**src/logic/gdc_pkg.sv**
```systemverilog
// shared constants, frame layout and state types of the primary config/control bank
// assumes a 50 MHz primary clock and a 16-bit mode-0 serial frame from the host
package gdc_pkg;

   // ==========================================================================
   // frame and clock
   // ==========================================================================
   localparam int unsigned CLOCK_HZ   = 50_000_000;         // primary clock rate
   localparam int unsigned FRAME_W    = 16;                 // bits per serial frame
   localparam logic [4:0]  FRAME_BITS = 5'h10;              // expected edge count
   localparam logic [4:0]  CNT_SAT    = 5'h11;              // count stops here

   // frame fields: write flag, register address, parity
   localparam int unsigned FRM_WRITE   = 15;                // 1 = write, 0 = read
   localparam int unsigned FRM_ADDR_HI = 14;                // address msb
   localparam int unsigned FRM_ADDR_LO = 11;                // address lsb

   // ==========================================================================
   // register map
   // ==========================================================================
   localparam logic [3:0]  ADDR_CFG  = 4'h4;                // primary_configuration
   localparam logic [3:0]  ADDR_CTRL = 4'h6;                // primary_runtime_control

   // bit positions common to every readout
   localparam int unsigned BIT_PARITY = 0;                  // odd parity bit
   localparam int unsigned BIT_DISCARD = 1;                 // last_frame_discarded

   // primary_configuration fields
   localparam int unsigned CFG_PAR_EN = 2;                  // rx_parity_check_enable
   localparam int unsigned CFG_A_MODE = 6;                  // fault_a_clear_mode
   localparam int unsigned CFG_B_MODE = 7;                  // fault_b_clear_mode

   // primary_runtime_control fields
   localparam int unsigned CTL_BLANK_SEL  = 2;              // blanking_time_select
   localparam int unsigned CTL_WD_REFRESH = 3;              // blanking_watchdog_refresh
   localparam int unsigned CTL_CLR_PRI    = 5;              // clear_primary_sticky
   localparam int unsigned CTL_CLR_SEC    = 6;              // clear_secondary_sticky

   // reset values and writable masks
   localparam logic [15:0] CFG_RESET  = 16'h00c4;           // modes and parity check on
   localparam logic [15:0] CTRL_RESET = 16'h0001;           // parity only
   localparam logic [15:0] CFG_WMASK  = 16'h00c4;           // writable config bits
   localparam logic [15:0] CTRL_WMASK = 16'h006c;           // writable control bits

   // ==========================================================================
   // types
   // ==========================================================================
   typedef enum logic [1:0] {
      GDC_IDLE  = 2'b01,                                    // chip select high
      GDC_SHIFT = 2'b10                                     // frame in progress
   } gdc_spi_st_t;

   // received frame handed to the register bank
   typedef struct packed {
      logic [15:0] word;                                    // received bits, msb first
      logic        len_ok;                                  // exactly sixteen clocks
      logic        valid;                                   // one-cycle frame end
   } gdc_rx_t;

   // serial shifter state
   typedef struct packed {
      gdc_spi_st_t st;                                      // shifter state
      logic        sclk_s1;                                 // sclk sync stage 1
      logic        sclk_s2;                                 // sclk sync stage 2
      logic        sclk_p;                                  // sclk previous
      logic        cs_s1;                                   // select sync stage 1
      logic        cs_s2;                                   // select sync stage 2
      logic        mosi_s1;                                 // data sync stage 1
      logic        mosi_s2;                                 // data sync stage 2
      logic [4:0]  cnt;                                     // sampled clock edges
      logic [15:0] rx_sh;                                   // receive shifter
      logic [15:0] tx_sh;                                   // transmit shifter
      logic        miso;                                    // data out
      logic        miso_oe;                                 // data out enable
      gdc_rx_t     rx;                                      // frame to the bank
   } gdc_spi_state_t;

   // register bank state
   typedef struct packed {
      logic [15:0] cfg;                                     // configuration bits
      logic [15:0] ctrl;                                    // control bits
      logic        discarded;                               // last frame discarded
      logic [3:0]  rsp_addr;                                // register read back next
      logic        fault_a_n;                               // pin a, low = fault
      logic        fault_b_n;                               // pin b, low = fault
      logic        spi_err;                                 // sticky frame error
      logic        comm_err;                                // sticky link loss
   } gdc_state_t;

endpackage

```
**src/logic/gdc_regs.sv**
```systemverilog
// primary configuration and runtime control registers of the gate driver
// assumes event inputs come from primary logic on the same clock
`timescale 1ns/1ps

module gdc_regs (
   input  wire logic clock,                                 // primary clock
   input  wire logic nrst,                                  // async reset, low
   input  wire logic sclk,                                  // serial clock pin
   input  wire logic cs_n,                                  // chip select pin, low
   input  wire logic mosi,                                  // serial data in pin
   input  wire logic class_a_event,                         // class a event pulse
   input  wire logic class_a_cond,                          // class a condition level
   input  wire logic class_b_event,                         // class b event pulse
   input  wire logic class_b_cond,                          // class b condition level
   input  wire logic comm_loss,                             // secondary link lost level
   output logic      miso,                                  // serial data out pin
   output logic      miso_oe,                               // high while miso driven
   output logic      fault_pin_a_n,                         // fault pin a, low = fault
   output logic      fault_pin_b_n,                         // fault pin b, low = fault
   output logic      clear_primary_req,                     // one-cycle primary clear
   output logic      clear_secondary_req,                   // one-cycle secondary clear
   output logic      watchdog_refresh_req,                  // one-cycle watchdog refresh
   output logic      blanking_time_select,                  // 0 setting 0, 1 setting 1
   output logic      spi_error_flag,                        // sticky frame error
   output logic      comm_error_flag                        // sticky link loss
);

   // ==========================================================================
   // declarations
   // ==========================================================================
   gdc_pkg::gdc_state_t q;                                  // registered state
   gdc_pkg::gdc_state_t d;                                  // next state
   gdc_pkg::gdc_rx_t    rx;                                 // frame from shifter
   logic [15:0]         tx_word;                            // readout for next frame
   logic [3:0]          rx_addr;                            // addressed register
   logic                mapped;                             // address is a register
   logic                par_ok;                             // odd parity holds
   logic                discard;                            // frame must be dropped
   logic                accepted;                           // frame taken
   logic                wr_ctrl;                            // accepted control write

   // odd parity bit over bits 15..1
   function automatic logic odd_bit(input logic [15:0] v);
      odd_bit = ~(^v[15:1]);
   endfunction

   // readout of one register with status and parity filled in
   function automatic logic [15:0] readout(input logic [3:0] a,
                                           input gdc_pkg::gdc_state_t s);
      logic [15:0] r;
      r = 16'h0000;
      if (a == gdc_pkg::ADDR_CFG) begin
         r = s.cfg & gdc_pkg::CFG_WMASK;
      end else if (a == gdc_pkg::ADDR_CTRL) begin
         r = s.ctrl & gdc_pkg::CTRL_WMASK;
      end
      r[gdc_pkg::BIT_DISCARD] = s.discarded;
      r[gdc_pkg::BIT_PARITY] = odd_bit(r);
      readout = r;
   endfunction

   // ==========================================================================
   // serial shifter
   // ==========================================================================
   gdc_spi_frame #(
      .FRAME_W (gdc_pkg::FRAME_W)
   ) u_spi (
      .clock   (clock),
      .nrst    (nrst),
      .sclk    (sclk),
      .cs_n    (cs_n),
      .mosi    (mosi),
      .tx_word (tx_word),
      .miso    (miso),
      .miso_oe (miso_oe),
      .rx      (rx)
   );

   // ==========================================================================
   // frame decode
   // ==========================================================================
   // the readout is latched by the shifter at the next frame start
   always_comb begin
      tx_word  = readout(q.rsp_addr, q);
      rx_addr  = rx.word[gdc_pkg::FRM_ADDR_HI:gdc_pkg::FRM_ADDR_LO];
      mapped   = (rx_addr == gdc_pkg::ADDR_CFG) || (rx_addr == gdc_pkg::ADDR_CTRL);
      par_ok   = ^rx.word;
      // parity only counts when the check is enabled
      discard  = !rx.len_ok || !mapped
               || (q.cfg[gdc_pkg::CFG_PAR_EN] && !par_ok);
      accepted = rx.valid && !discard;
      wr_ctrl  = accepted && rx.word[gdc_pkg::FRM_WRITE] && (rx_addr == gdc_pkg::ADDR_CTRL);
   end

   // ==========================================================================
   // next state
   // ==========================================================================
   always_comb begin
      d = q;
      // request bits live for one cycle only
      d.ctrl[gdc_pkg::CTL_CLR_SEC]    = 1'b0;
      d.ctrl[gdc_pkg::CTL_CLR_PRI]    = 1'b0;
      d.ctrl[gdc_pkg::CTL_WD_REFRESH] = 1'b0;
      // frame end: status, readback address, masked write
      if (rx.valid) begin
         d.discarded = discard;
         if (accepted) begin
            d.rsp_addr = rx_addr;
            if (rx.word[gdc_pkg::FRM_WRITE]) begin
               if (rx_addr == gdc_pkg::ADDR_CFG) begin
                  d.cfg = rx.word & gdc_pkg::CFG_WMASK;
               end else begin
                  d.ctrl = rx.word & gdc_pkg::CTRL_WMASK;
               end
            end
         end
      end
      // primary clear acts while its request bit is high
      if (q.ctrl[gdc_pkg::CTL_CLR_PRI]) begin
         if (!q.cfg[gdc_pkg::CFG_A_MODE] || !class_a_cond) begin
            d.fault_a_n = 1'b1;
         end
         if (!q.cfg[gdc_pkg::CFG_B_MODE] || !class_b_cond) begin
            d.fault_b_n = 1'b1;
         end
         d.spi_err = 1'b0;
         if (!comm_loss) begin
            d.comm_err = 1'b0;
         end
      end
      // new events win over a clear in the same cycle
      if (class_a_event) begin
         d.fault_a_n = 1'b0;
      end
      if (class_b_event) begin
         d.fault_b_n = 1'b0;
      end
      if (rx.valid && discard) begin
         d.spi_err = 1'b1;
      end
      if (comm_loss) begin
         d.comm_err = 1'b1;
      end
   end

   // ==========================================================================
   // state register
   // ==========================================================================
   always_ff @(posedge clock or negedge nrst) begin
      if (!nrst) begin
         q           <= '0;
         q.cfg       <= gdc_pkg::CFG_RESET;
         q.ctrl      <= gdc_pkg::CTRL_RESET;
         q.rsp_addr  <= gdc_pkg::ADDR_CFG;
         q.fault_a_n <= 1'b1;
         q.fault_b_n <= 1'b1;
      end else begin
         q <= d;
      end
   end

   // outputs straight from state flops
   assign fault_pin_a_n        = q.fault_a_n;
   assign fault_pin_b_n        = q.fault_b_n;
   assign clear_primary_req    = q.ctrl[gdc_pkg::CTL_CLR_PRI];
   assign clear_secondary_req  = q.ctrl[gdc_pkg::CTL_CLR_SEC];
   assign watchdog_refresh_req = q.ctrl[gdc_pkg::CTL_WD_REFRESH];
   assign blanking_time_select = q.ctrl[gdc_pkg::CTL_BLANK_SEL];
   assign spi_error_flag       = q.spi_err;
   assign comm_error_flag      = q.comm_err;
endmodule

```
**src/logic/gdc_spi_frame.sv**
```systemverilog
// serial shifter: 16-bit mode-0 frames, oversampled by the primary clock
// assumes sclk well below a quarter of the clock; pins are asynchronous
`timescale 1ns/1ps

module gdc_spi_frame #(
   parameter int unsigned FRAME_W = gdc_pkg::FRAME_W        // frame length
) (
   input  wire logic           clock,                       // primary clock
   input  wire logic           nrst,                        // async reset, low
   input  wire logic           sclk,                        // serial clock pin
   input  wire logic           cs_n,                        // chip select pin, low
   input  wire logic           mosi,                        // data in pin
   input  wire logic [15:0]    tx_word,                     // readout for next frame
   output logic                miso,                        // data out pin
   output logic                miso_oe,                     // high while driving miso
   output gdc_pkg::gdc_rx_t    rx                           // received frame
);

   // ==========================================================================
   // elaboration check
   // ==========================================================================
   if (FRAME_W != 16) begin : g_bad_width
      $error("gdc_spi_frame supports only 16-bit frames");
   end

   gdc_pkg::gdc_spi_state_t q;                              // registered state
   gdc_pkg::gdc_spi_state_t d;                              // next state
   logic                    rise;                           // sampled sclk rise
   logic                    fall;                           // sampled sclk fall

   // ==========================================================================
   // next state
   // ==========================================================================
   // stage 1 of each synchroniser feeds stage 2 only
   always_comb begin
      d          = q;
      d.sclk_s1  = sclk;
      d.sclk_s2  = q.sclk_s1;
      d.sclk_p   = q.sclk_s2;
      d.cs_s1    = cs_n;
      d.cs_s2    = q.cs_s1;
      d.mosi_s1  = mosi;
      d.mosi_s2  = q.mosi_s1;
      d.rx.valid = 1'b0;
      rise       = q.sclk_s2 & ~q.sclk_p;
      fall       = ~q.sclk_s2 & q.sclk_p;
      unique case (q.st)
         gdc_pkg::GDC_IDLE: begin
            // frame start: load readout, put msb on the wire
            if (!q.cs_s2) begin
               d.st      = gdc_pkg::GDC_SHIFT;
               d.cnt     = 5'h00;
               d.tx_sh   = tx_word;
               d.miso    = tx_word[15];
               d.miso_oe = 1'b1;
            end
         end
         gdc_pkg::GDC_SHIFT: begin
            if (q.cs_s2) begin
               // frame end: hand over word and length check
               d.st        = gdc_pkg::GDC_IDLE;
               d.miso      = 1'b0;
               d.miso_oe   = 1'b0;
               d.rx.word   = q.rx_sh;
               d.rx.len_ok = (q.cnt == gdc_pkg::FRAME_BITS);
               d.rx.valid  = 1'b1;
            end else begin
               // sample on rise, saturating the edge count
               if (rise) begin
                  d.rx_sh = {q.rx_sh[14:0], q.mosi_s2};
                  if (q.cnt != gdc_pkg::CNT_SAT) begin
                     d.cnt = q.cnt + 5'h01;
                  end
               end
               // shift out on fall
               if (fall) begin
                  d.tx_sh = {q.tx_sh[14:0], 1'b0};
                  d.miso  = q.tx_sh[14];
               end
            end
         end
         // illegal state code: fall back to idle
         default: begin
            d.st = gdc_pkg::GDC_IDLE;
         end
      endcase
   end

   // ==========================================================================
   // state register
   // ==========================================================================
   always_ff @(posedge clock or negedge nrst) begin
      if (!nrst) begin
         q    <= '0;
         q.st <= gdc_pkg::GDC_IDLE;
         q.cs_s1 <= 1'b1;
         q.cs_s2 <= 1'b1;
      end else begin
         q <= d;
      end
   end

   assign miso    = q.miso;
   assign miso_oe = q.miso_oe;
   assign rx      = q.rx;

endmodule

```
**config.mk**
```make
export PLATFORM = sky130hd
export DESIGN_NAME = gdc_regs
export DESIGN_NICKNAME = d
export VERILOG_FILES = /design/src/logic/gdc_pkg.sv /design/src/logic/gdc_regs.sv /design/src/logic/gdc_spi_frame.sv
export SDC_FILE = /design/constraint.sdc
export NUM_CORES = 1
export LEC_CHECK = 0
export ABC_AREA = 1
export BUFFER_PORTS_ARGS = -buffer_cell sky130_fd_sc_hd__buf_4
export CORE_MARGIN = 1
export CORE_UTILIZATION = 35
export DETAILED_ROUTE_END_ITERATION = 8
export REMOVE_ABC_BUFFERS = 1
export SLEW_MARGIN = 20
export SYNTH_ARGS = -nofsm -noshare
export SYNTH_HDL_FRONTEND = slang
export SYNTH_HIERARCHICAL = 1
export SYNTH_SLANG_ARGS = --single-unit
```
**constraint.sdc**
```tcl
create_clock -name clock -period 3.1 [get_ports clock]
set_clock_uncertainty 0.15 [all_clocks]
set_input_delay 0.62 -clock clock [delete_from_list [all_inputs] [get_ports clock]]
set_output_delay 0.62 -clock clock [all_outputs]
set_load 0.01 [all_outputs]
```
==> summary.txt, run 1 <==
Run status
  • Status: finished clean

Synthesis
  • Synth unique cells: 31
  • Post-synthesis sequential area ratio: a little under 50%
  • Register bit total from synthesis: 81
  • Synth Instances: roughly 520
  • Post-synthesis cell area: 4120 um2
  • Yosys warnings: 6
  • Syn avg cell area: between 7 and 8 um2

GRT
  • Antenna violations before repair: 0
  • Largest net degree at the start of global routing: 51
  • GR Overflow Total: 0
  • First-pass GRT wire length: around 13,000 um
  • Number of global-route vias before repair: 2,823
  • Total Routing Usage GR: 13.0%

Route
  • Wire per inst: between 10 and 15 um
  • Drt drc: 0
  • DRT antenna net count: 0
  • Via/cell ratio: 4.41
  • Routed vias: about 3.0k
  • Total length of routed wires: a little over 7000 um
  • Detailed router's first-iteration violation count: 122
  • DR pass1 iterations: 4

Floorplan
  • Die X: around 110 um
  • Top-level I/O count: 20
  • Die Footprint: approximately 12,000 um2
  • Initial Utilization: between 30 and 40%
  • Total core area: 11,400 um2
  • Die H: ~110 um
  • Rows: 39

Finish
  • Layout Nets: roughly 540
  • Synthesis-to-finish area growth: 9.70%
  • Post-route cell area: between 4000 and 5000 um2
  • Layout cell share with drive strength beyond 1: between 10 and 15%
  • N_diodes: 0
  • Fill count: about 1.2k

Setup path
  • CP required: roughly 3100 ps
  • Worst Reg2Reg Path Length in Cells: 5
  • Crit path capture type: register
  • Worst path cell trace: inv_2 -> nor2_4 -> nand2_2 -> o21ai_2 -> o21ai_0
  • Slowest cell on the critical path: o21ai_2
  • Crit Path Max Fanout: 29
  • Worst Path Arrival: about 2000 ps
  • WS Path Type: reg -> reg
  • Crit-path max cell delay: 730 ps
  • CP Launch Type: register

STA
  • Achievable Freq: slightly above 0.5 GHz
  • TNS Setup: 0 ps
  • Period utilisation layout: a little over three fifths
  • Final Critical Period: between 1500 and 2000 ps
  • Final Hold Vio Count: 0
  • Final setup violation count: 0
  • Worst slew margin: between 40% and 50%
  • RSZ-0062 raised after global routing: false
  • Worst Tran Pin Value: approximately 880 ps
  • Slew Limit Fails: 0

Place
  • DP Wirelength: between 5000 and 6000 um
  • Port-buffer cells: 19
  • Cell area after placement: roughly 4200 um2
  • Final GP Congestion: around 0.78

Power
  • P per Cell Area: ~570 nW/um2
  • P_leak: about 2.2 nW
  • VDD IR max: 0.243 mV

Clock tree
  • Clock Latency Late Sink: roughly 340 ps
  • Root Driver: clkbuf_16
  • Max clock buf depth: 2
  • Postcts setup bufs: 0
  • Resized cells post-CTS: 0
  • CTS tree: built
  • Inserted Clock Buffers: 9
  • Clk slew on worst S/H paths: ~60 ps
  • Clock sink count: slightly above 80
  • Hold-fix buffers at CTS: 0
  • H-tree depth: 3

Run
  • Max cap viols: 0

Worst hold path
  • HP Class: in -> async
## flip-flops by register name, summed over array words and instances, names as in the netlist
name,count
u_spi/miso_oe,1
u_spi/q,41
blanking_time_select,1
spi_error_flag,1
u_spi/d,4
watchdog_refresh_req,1
comm_error_flag,1
u_spi/miso,1
clear_secondary_req,1
u_spi/rx,18
fault_pin_a_n,1
clear_primary_req,1
q,8
fault_pin_b_n,1
## cells in the mapped netlist, drive strengths merged
| master | instances | share of area (%) |
|---|---|---|
| nor2 | 26 | 3.2 |
| dfrtp | 72 | 44 |
| ha | 3 | 0.91 |
| dfstp | 9 | 5.7 |
| clkbuf | 2 | 0.18 |
| nand2 | 195 | 18 |
| nand4 | 9 | 1.4 |
| o21bai | 2 | 0.36 |
| o21ai | 66 | 8.1 |
| conb | 1 | 0.091 |
| a21oi | 4 | 0.49 |
| a21boi | 1 | 0.18 |
| xnor2 | 2 | 0.43 |
| nor3 | 2 | 0.52 |
| xor2 | 3 | 0.64 |
| nand3 | 15 | 2.7 |
| buf | 29 | 5.7 |
| inv | 79 | 7.2 |
| nor4 | 1 | 0.30 |
## metal layers
metal,vias up,part of all wire [%],global-route usage [%]
li1,1602,-,-
met1,1347,49,16.7
met2,34,46,20.3
met3,9,3.6,4.23
met4,0,1.5,4.80
met5,-,0,0
## worst paths after layout
check | start | endpoint | slack (ps)
max | u_spi/q[65] | u_spi/q[32] | 1160
min | nrst | u_spi/rx[11] | 160
max reg2reg | u_spi/q[65] | u_spi/q[32] | 1160
min reg2reg | u_spi/d[62] | u_spi/d[61] | 200
max in group asynchronous | nrst | u_spi/d[59] | 1930
min in group clock | u_spi/d[62] | u_spi/d[61] | 200
## logic make-up (layout without fill, tap and decap cells)
| kind of cell | Yosys count | after routing | synth area share, % |
|---|---|---|---|
| adder cells (fa/ha/maj) | 3 | 3 | 0.912 |
| XOR/XNOR | 5 | 5 | 1.06 |
| other | 1 | 9 | 0.0911 |
| buffers and inverters | 110 | 117 | 13.1 |
| AND/OR/NAND/NOR | 248 | 248 | 26.2 |
| flip-flops | 81 | 81 | 49.5 |
| AO/OA/AOI/OAI | 73 | 73 | 9.15 |
## power breakdown
group          internal [mW]  leakage [nW]  switching, mW
Clock                  0.562         0.130          0.395
Sequential              1.18          1.05         0.0584
Combinational          0.125         0.992          0.241
Total                   1.86          2.17          0.694
## worst max-delay path: cells and delay by family, from the launching register on
family	cells	cell delay, ps
AND/OR/NAND/NOR	2	280
flip-flops	1	380
AO/OA/AOI/OAI	2	900
buffers and inverters	1	70
## final cells by class
type                            instances  area, um2  area share, %
Inverter                               79        297           6.57
Tap cell                              143        179           3.96
Clock buffer                           13        250           5.54
Sequential cell                        81       2040           45.1
Clock inverter                          3       17.5          0.388
Timing Repair Buffer                   22        165           3.66
Multi-Input combinational cell        338       1570           34.7
## metrics by stage
step,total power [mW],instances,hold WS (ps),util (%),setup slack [ps]
after detailed placement,1.62,663,186,37.2,1130
after global placement,1.61,663,188,37.2,1190
final,2.56,679,158,39.5,1160
after floorplan,1.49,498,174,-,1370
after global routing,2.71,679,212,39.5,872
after CTS,2.60,679,171,39.5,1130
## layout by cell type, fill, tap and decap left out, types with 2 or more instances in the layout
cell type | Yosys | layout
dfstp_2 | 9 | 9
nor2_1 | 17 | 17
inv_2 | 14 | 14
xor2_1 | 3 | 3
o21bai_1 | 2 | 2
clkbuf_16 | 0 | 9
nand2_2 | 6 | 6
conb_1 | 1 | 9
xnor2_1 | 2 | 2
clkbuf_1 | 2 | 3
nand2_1 | 189 | 189
a21oi_1 | 4 | 4
clkinv_2 | 0 | 2
nand3_4 | 2 | 2
nor2_4 | 2 | 2
ha_1 | 3 | 3
nor2_2 | 7 | 7
inv_1 | 65 | 65
dfrtp_1 | 72 | 72
buf_4 | 22 | 22
nand4_1 | 9 | 9
o21ai_1 | 6 | 6
nand3_1 | 11 | 11
o21ai_0 | 59 | 59
nand3_2 | 2 | 2
Power figures use the tool's default switching activity.
==> run 2, diff against run 1 <==
Settings changed: ABC_AREA 1 to 0.
Clock period 3.1 ns to 1.8 ns, I/O delays scaled along.
==> run 2 against run 1 <==
  * The flow now finishes with violations (negative setup slack)
  * Clock-buffer cell count decreased by 2
  * Final cell count fell by 22%
  * Clock power increased by 34%
  * Critical endpoint is now q[5]
  * Largest power group unchanged
  * Highest routed layer unchanged
==> summary.txt, run 2 <==
Synthesis
  • Most used DFF post-synth: dfrtp_1
  • Post-synthesis sequential area ratio: between 50% and 60%
  • Dominant cells by area after synthesis: dfrtp_1 48%, dfstp_2 6.3%, mux2_2 5.7%
  • Most frequent cell after synthesis: dfrtp_1
  • Synth unique cells: between 50 and 60
  • Async SR Flop Fraction: 100%
  • Post-synth EDFFs: 0
  • Synth Instances: 350
  • Cell taking the most area after synthesis: dfrtp_1
  • Post-synth top area share: between 40% and 50%
  • Post-synth top cells: 72 x dfrtp_1, 54 x nand2_1, 31 x a21oi_1
  • Register bit total from synthesis: a little over 80
  • Yosys warnings: 6
  • Post-synthesis cell area: 3750 um2
  • Syn avg cell area: around 11 um2

Route
  • Via/cell ratio: about 4.5
  • Top sig layer: met4
  • Met3 WL: about 100 um
  • DRT antenna net count: 0
  • Drt drc: 0
  • Routed vias: between 2k and 2.5k
  • Wire per inst: 12.1 um
  • Total length of routed wires: roughly 6400 um
  • DR pass1 iterations: 4
  • Met1 wire length: about 3200 um
  • Detailed router's first-iteration violation count: about 120
  • Routed wl met2: between 2000 and 3000 um

Floorplan
  • Die Footprint: 11,100 um2
  • Rows: 37
  • Initial Utilization: 36.2%
  • Die X: between 100 and 150 um
  • Die H: 106 um
  • Top-level I/O count: 20
  • Total core area: just over 10,000 um2

STA
  • Slew Limit Fails: 0
  • PnR worst setup slack: -141 ps
  • Hold slack: 28.8 ps
  • Final Hold Vio Count: 0
  • RSZ-0062 raised after global routing: true
  • Final Critical Period: slightly below 2000 ps
  • Achievable Freq: 0.515 GHz
  • Final setup violation count: 10
  • Period utilisation layout: 108%

Place
  • DP Wirelength: about 4500 um
  • Port-buffer cells: 19
  • Placed cell count: slightly above 500
  • Setup WS pre-CTS: -164 ps
  • Final GP Congestion: approximately 0.71

Run status
  • Status: complete, but fails checks
  • Failing checks: negative setup slack

Finish
  • Fin util: around 43%
  • Fill count: between 900 and 1k
  • Commonest non-fill, non-tap cell in the layout: dfrtp_1
  • Highest-count cells in the layout ignoring fill and taps: 72 x dfrtp_1, 54 x nand2_1, 41 x buf_4
  • Multi-input gate area: 1600 um2
  • Largest register FFs: 41
  • Layout Nets: approximately 400
  • Register area: between 2000 and 2500 um2
  • N_diodes: 0
  • Layout cell share with drive strength beyond 1: 30.8%
  • Synthesis-to-finish area growth: 19.9%
  • Layout Cells excl Fill: 529
  • Biggest register: u_spi/q

Clock tree
  • Max clock buf depth: 2
  • Clk slew on worst S/H paths: about 80 ps
  • Clock sink count: 81
  • Clock Latency Late Sink: around 360 ps
  • H-tree depth: 3
  • Inserted Clock Buffers: 9
  • CTS tree: built
  • Root Driver: clkbuf_8

Worst hold path
  • HP Class: in -> reg
  • Hold depth: 2

Power
  • P_leak: slightly above 2 nW
  • Tot Pwr: between 3 and 4 mW
  • VDD IR max: 0.381 mV
  • P per Cell Area: approximately 870 nW/um2

Run
  • Max cap viols: 0

GRT
  • Antenna violations before repair: 0
  • Number of global-route vias before repair: roughly 2.5k
  • GR Overflow Total: 0
  • Total Routing Usage GR: roughly 13%
  • First-pass GRT wire length: about 11,000 um
  • Largest net degree at the start of global routing: 33

Setup path
  • Crit Path Max Fanout: 5
  • WS Path Type: reg -> reg
  • CP required: 1900 ps
  • Worst Reg2Reg Path Length in Cells: 6
  • CP Launch Type: register
  • Crit path capture type: register
  • Worst Path Arrival: 2040 ps
==> run 2: cell types whose count changed after synthesis, sizes merged, moves of 9 or more <==
cell   change
nand4      -9
a21oi     +30
nand2    -141
xnor2     +15
nand3     -10
mux2      +21
inv       -71
o21ai     -56
nor3b     +14
==> run 2: layer usage <==
layer	global-route usage, %	vias up
li1	-	1209
met1	16.9	1150
met2	20.3	17
met3	2.04	9
met4	7.44	0
met5	0	-
==> run 2: per-stage QoR <==
step                      cell area (um2)  setup TNS [ps]
final                                4500            -745
after global routing                 4500           -2040
after CTS                            4390            -843
after detailed placement             4120            -923
after global placement               4120            -681
after floorplan                      3560          -16740
==> run 2: kinds of logic after synthesis <==
group	Yosys count	synth area share, %
buffers and inverters	41	6.70
xor gates and xnor gates	21	5.10
other	1	0.100
DFF	81	54.3
and+or+nand+nor	124	16.6
adders and majority gates	3	1.00
muxes	23	6.94
AOI/OAI and AO/OA	56	9.21
==> run 2: final timing paths <==
check | from | slack [ps] | endpoint
worst min-delay path | comm_loss | 30 | comm_error_flag
min in group asynchronous | nrst | 310 | q[4]
worst max-delay path | u_spi/rx[16] | -140 | q[5]
max in group asynchronous | nrst | 660 | u_spi/q[59]
worst max register to register | u_spi/rx[16] | -140 | q[5]
worst min register to register | u_spi/d[62] | 210 | u_spi/d[61]
==> run 2: power by group <==
part / switching, mW / total [mW] / internal, mW
combinational: 0.261 / 0.546 / 0.285
sequential: 0.0900 / 2.07 / 1.98
clock: 0.638 / 1.28 / 0.639
==> run 2: what timing repair did <==
action                                  in CTS  in global routing
hold buffers                                 6                  0
pin swaps                                    8                 12
setup buffers                                1                  3
endpoints found under the setup margin      11                 16
gates resized for setup                      4                 17
endpoints found under the hold margin       23                  0
==> run 2: area by class of cell <==
cell class                      count  share of cell area (%)
Clock buffer                       11                    2.92
Clock inverter                      5                    1.25
Inverter                            8                   0.668
Multi-Input combinational cell    236                    35.7
Sequential cell                    81                    45.3
Tap cell                          136                    3.78
Timing Repair Buffer               52                    10.4
==> run 2: critical path, cell delays in order (launching register included) <==
cell and delay (ps):
dfrtp_1 430, xnor2_2 170, xnor2_2 160, xnor2_2 210, xnor2_2 140, a21boi_2 250, mux2_4 320
==> run 3, diff against run 2 <==
Settings changed: RECOVER_POWER set to 50.
==> run 3 against run 2 <==
  * The flow still finishes with violations (negative setup slack)
  * Non-clock buffer count did not move
  * Clock-buffer cell count unchanged
  * Global-route usage stayed put
  * Largest cell class unchanged
==> summary.txt, run 3 (same netlist as run 2, synthesis figures left out) <==
Setup path
  • CP required: between 1500 and 2000 ps
  • Crit path capture type: register
  • CP Launch Type: register
  • WS Path Type: reg -> reg
  • Crit Path Max Fanout: 5
  • Worst Path Arrival: 2040 ps

Finish
  • Largest register FFs: 41
  • Post-route cell area: roughly 4500 um2
  • Synthesis-to-finish area growth: 19.2%
  • Biggest register: u_spi/q
  • Commonest non-fill, non-tap cell in the layout: dfrtp_1
  • Multi-input gate area: around 1600 um2
  • Layout Cells excl Fill: 529
  • Fill count: 981
  • Highest-count cells in the layout ignoring fill and taps: 72 x dfrtp_1, 54 x nand2_1, 33 x buf_4
  • N_diodes: 0
  • Fin util: between 40% and 50%
  • Layout Nets: between 400 and 500
  • Layout cell share with drive strength beyond 1: slightly above 30%
  • Register area: 2040 um2

GRT
  • GR Overflow Total: 0
  • First-pass GRT wire length: roughly 11,000 um
  • Antenna violations before repair: 0
  • Largest net degree at the start of global routing: 33
  • Number of global-route vias before repair: around 2.5k
  • Total Routing Usage GR: 12.9%

Floorplan
  • Top-level I/O count: 20
  • Rows: 37
  • Die H: approximately 110 um
  • Initial Utilization: a little over a third
  • Die Footprint: 11,100 um2
  • Total core area: about 10,000 um2
  • Die X: about 110 um

STA
  • Achievable Freq: 0.515 GHz
  • Period utilisation layout: 108%
  • Final Hold Vio Count: 0
  • Slew Limit Fails: 0
  • RSZ-0062 raised after global routing: true
  • Final Critical Period: between 1500 and 2000 ps
  • Worst slew margin: between 50% and 60%
  • Final setup violation count: 10
  • Worst Tran Pin Value: between 600 and 700 ps
  • PnR worst setup slack: -142 ps

Route
  • DRT antenna net count: 0
  • Drt drc: 0
  • Via/cell ratio: ~4.5
  • Detailed router's first-iteration violation count: 110
  • Routed vias: 2,389
  • DR pass1 iterations: 4
  • Total length of routed wires: 6420 um
  • Wire per inst: between 10 and 15 um

Power
  • P_leak: 2.05 nW
  • Internal Power: 2.90 mW
  • P per Cell Area: 869 nW/um2
  • Clock power share: between 30% and 40%
  • Switching share of power: around 25%
  • Comb power frac: around 14%
  • Flop pwr share: 53.3%
  • Psw: 0.989 mW
  • VDD IR max: approximately 0.38 mV
  • Tot Pwr: ~3.9 mW

Clock tree
  • Root Driver: clkbuf_8
  • Clk slew on worst S/H paths: around 80 ps
  • Clock sink count: slightly above 80
  • Inserted Clock Buffers: 9
  • CTS tree: built
  • Clock Latency Late Sink: about 360 ps
  • Max clock buf depth: 2
  • H-tree depth: 3

Run status
  • Failing checks: negative setup slack
  • Status: complete, but fails checks

Place
  • DP Wirelength: approximately 4500 um
  • Cell area after placement: approximately 4100 um2
  • Port-buffer cells: 19
  • Placed cell count: 504
  • Final GP Congestion: 0.713

Worst hold path
  • HP Class: in -> reg

Run
  • Max cap viols: 0
## run 3: cell types whose count changed in the layout (fill, tap and decap cells not counted)
cell / previous run / this run
buf_4: 41 / 33
clkbuf_4: 0 / 4
clkbuf_2: 0 / 3
clkbuf_1: 2 / 4
buf_12: 5 / 4
## run 3: cell type report
class / count / share of cell area (%)
inverters: 8 / 0.672
well taps: 136 / 3.81
flip-flops and latches: 81 / 45.6
clock buffers: 11 / 2.94
repair buffers: 52 / 9.85
multi-input cells: 236 / 35.9
clock inverters: 5 / 1.26
## run 3: critical path, cell delays in order, from the launching register on
cell and delay [ps]:
dfrtp_1 430, xnor2_2 170, xnor2_2 160, xnor2_2 160, xnor2_2 190, a21boi_2 250
mux2_4 320
## run 3: metal layers
layer	GRT usage [%]	vias to the layer above	share of wire (%)
li1	-	1210	-
met1	16.9	1153	50
met2	20.3	17	46
met3	2.04	9	1.6
met4	7.44	0	2.5
met5	0	-	0
## run 3: metrics by stage
stage          setup slack (ps)  hold slack (ps)  TNS (ps)
6_report                   -142             28.3      -742
3_3_place_gp               -134              147      -681
4_1_cts                    -148             14.1      -843
5_1_grt                    -253             17.8     -2070
2_1_floorplan              -591            -85.6    -16740
3_5_place_dp               -164              151      -923
## run 3: final timing paths
path | depth (start not counted) | to | slack (ps) | start
setup / recovery | 6 | q[5] | -140 | u_spi/rx[16]
hold / removal | 2 | comm_error_flag | 30 | comm_loss
setup reg to reg | 6 | q[5] | -140 | u_spi/rx[16]
hold reg to reg | 0 | u_spi/d[61] | 210 | u_spi/d[62]
max in group asynchronous | 3 | u_spi/q[59] | 180 | nrst
min in group asynchronous | 2 | q[4] | 410 | nrst
## run 3: repair_timing
action                                 CTS  global route
endpoints found under the hold margin   23             0
pin swaps                                8            12
setup endpoints to repair               11            16
setup buffers                            1             3
hold buffers                             6             0
gates resized for setup                  4            17
## run 3: power groups by stage
stage               logic (mW)  clock network (mW)  registers (mW)
finish                   0.539                1.28            2.07
floorplan                0.308                   0            2.09
CTS                      0.512                1.32            2.07
detailed placement       0.502                   0            2.10
global route             0.599                1.40            2.09
global placement         0.487                   0            2.10
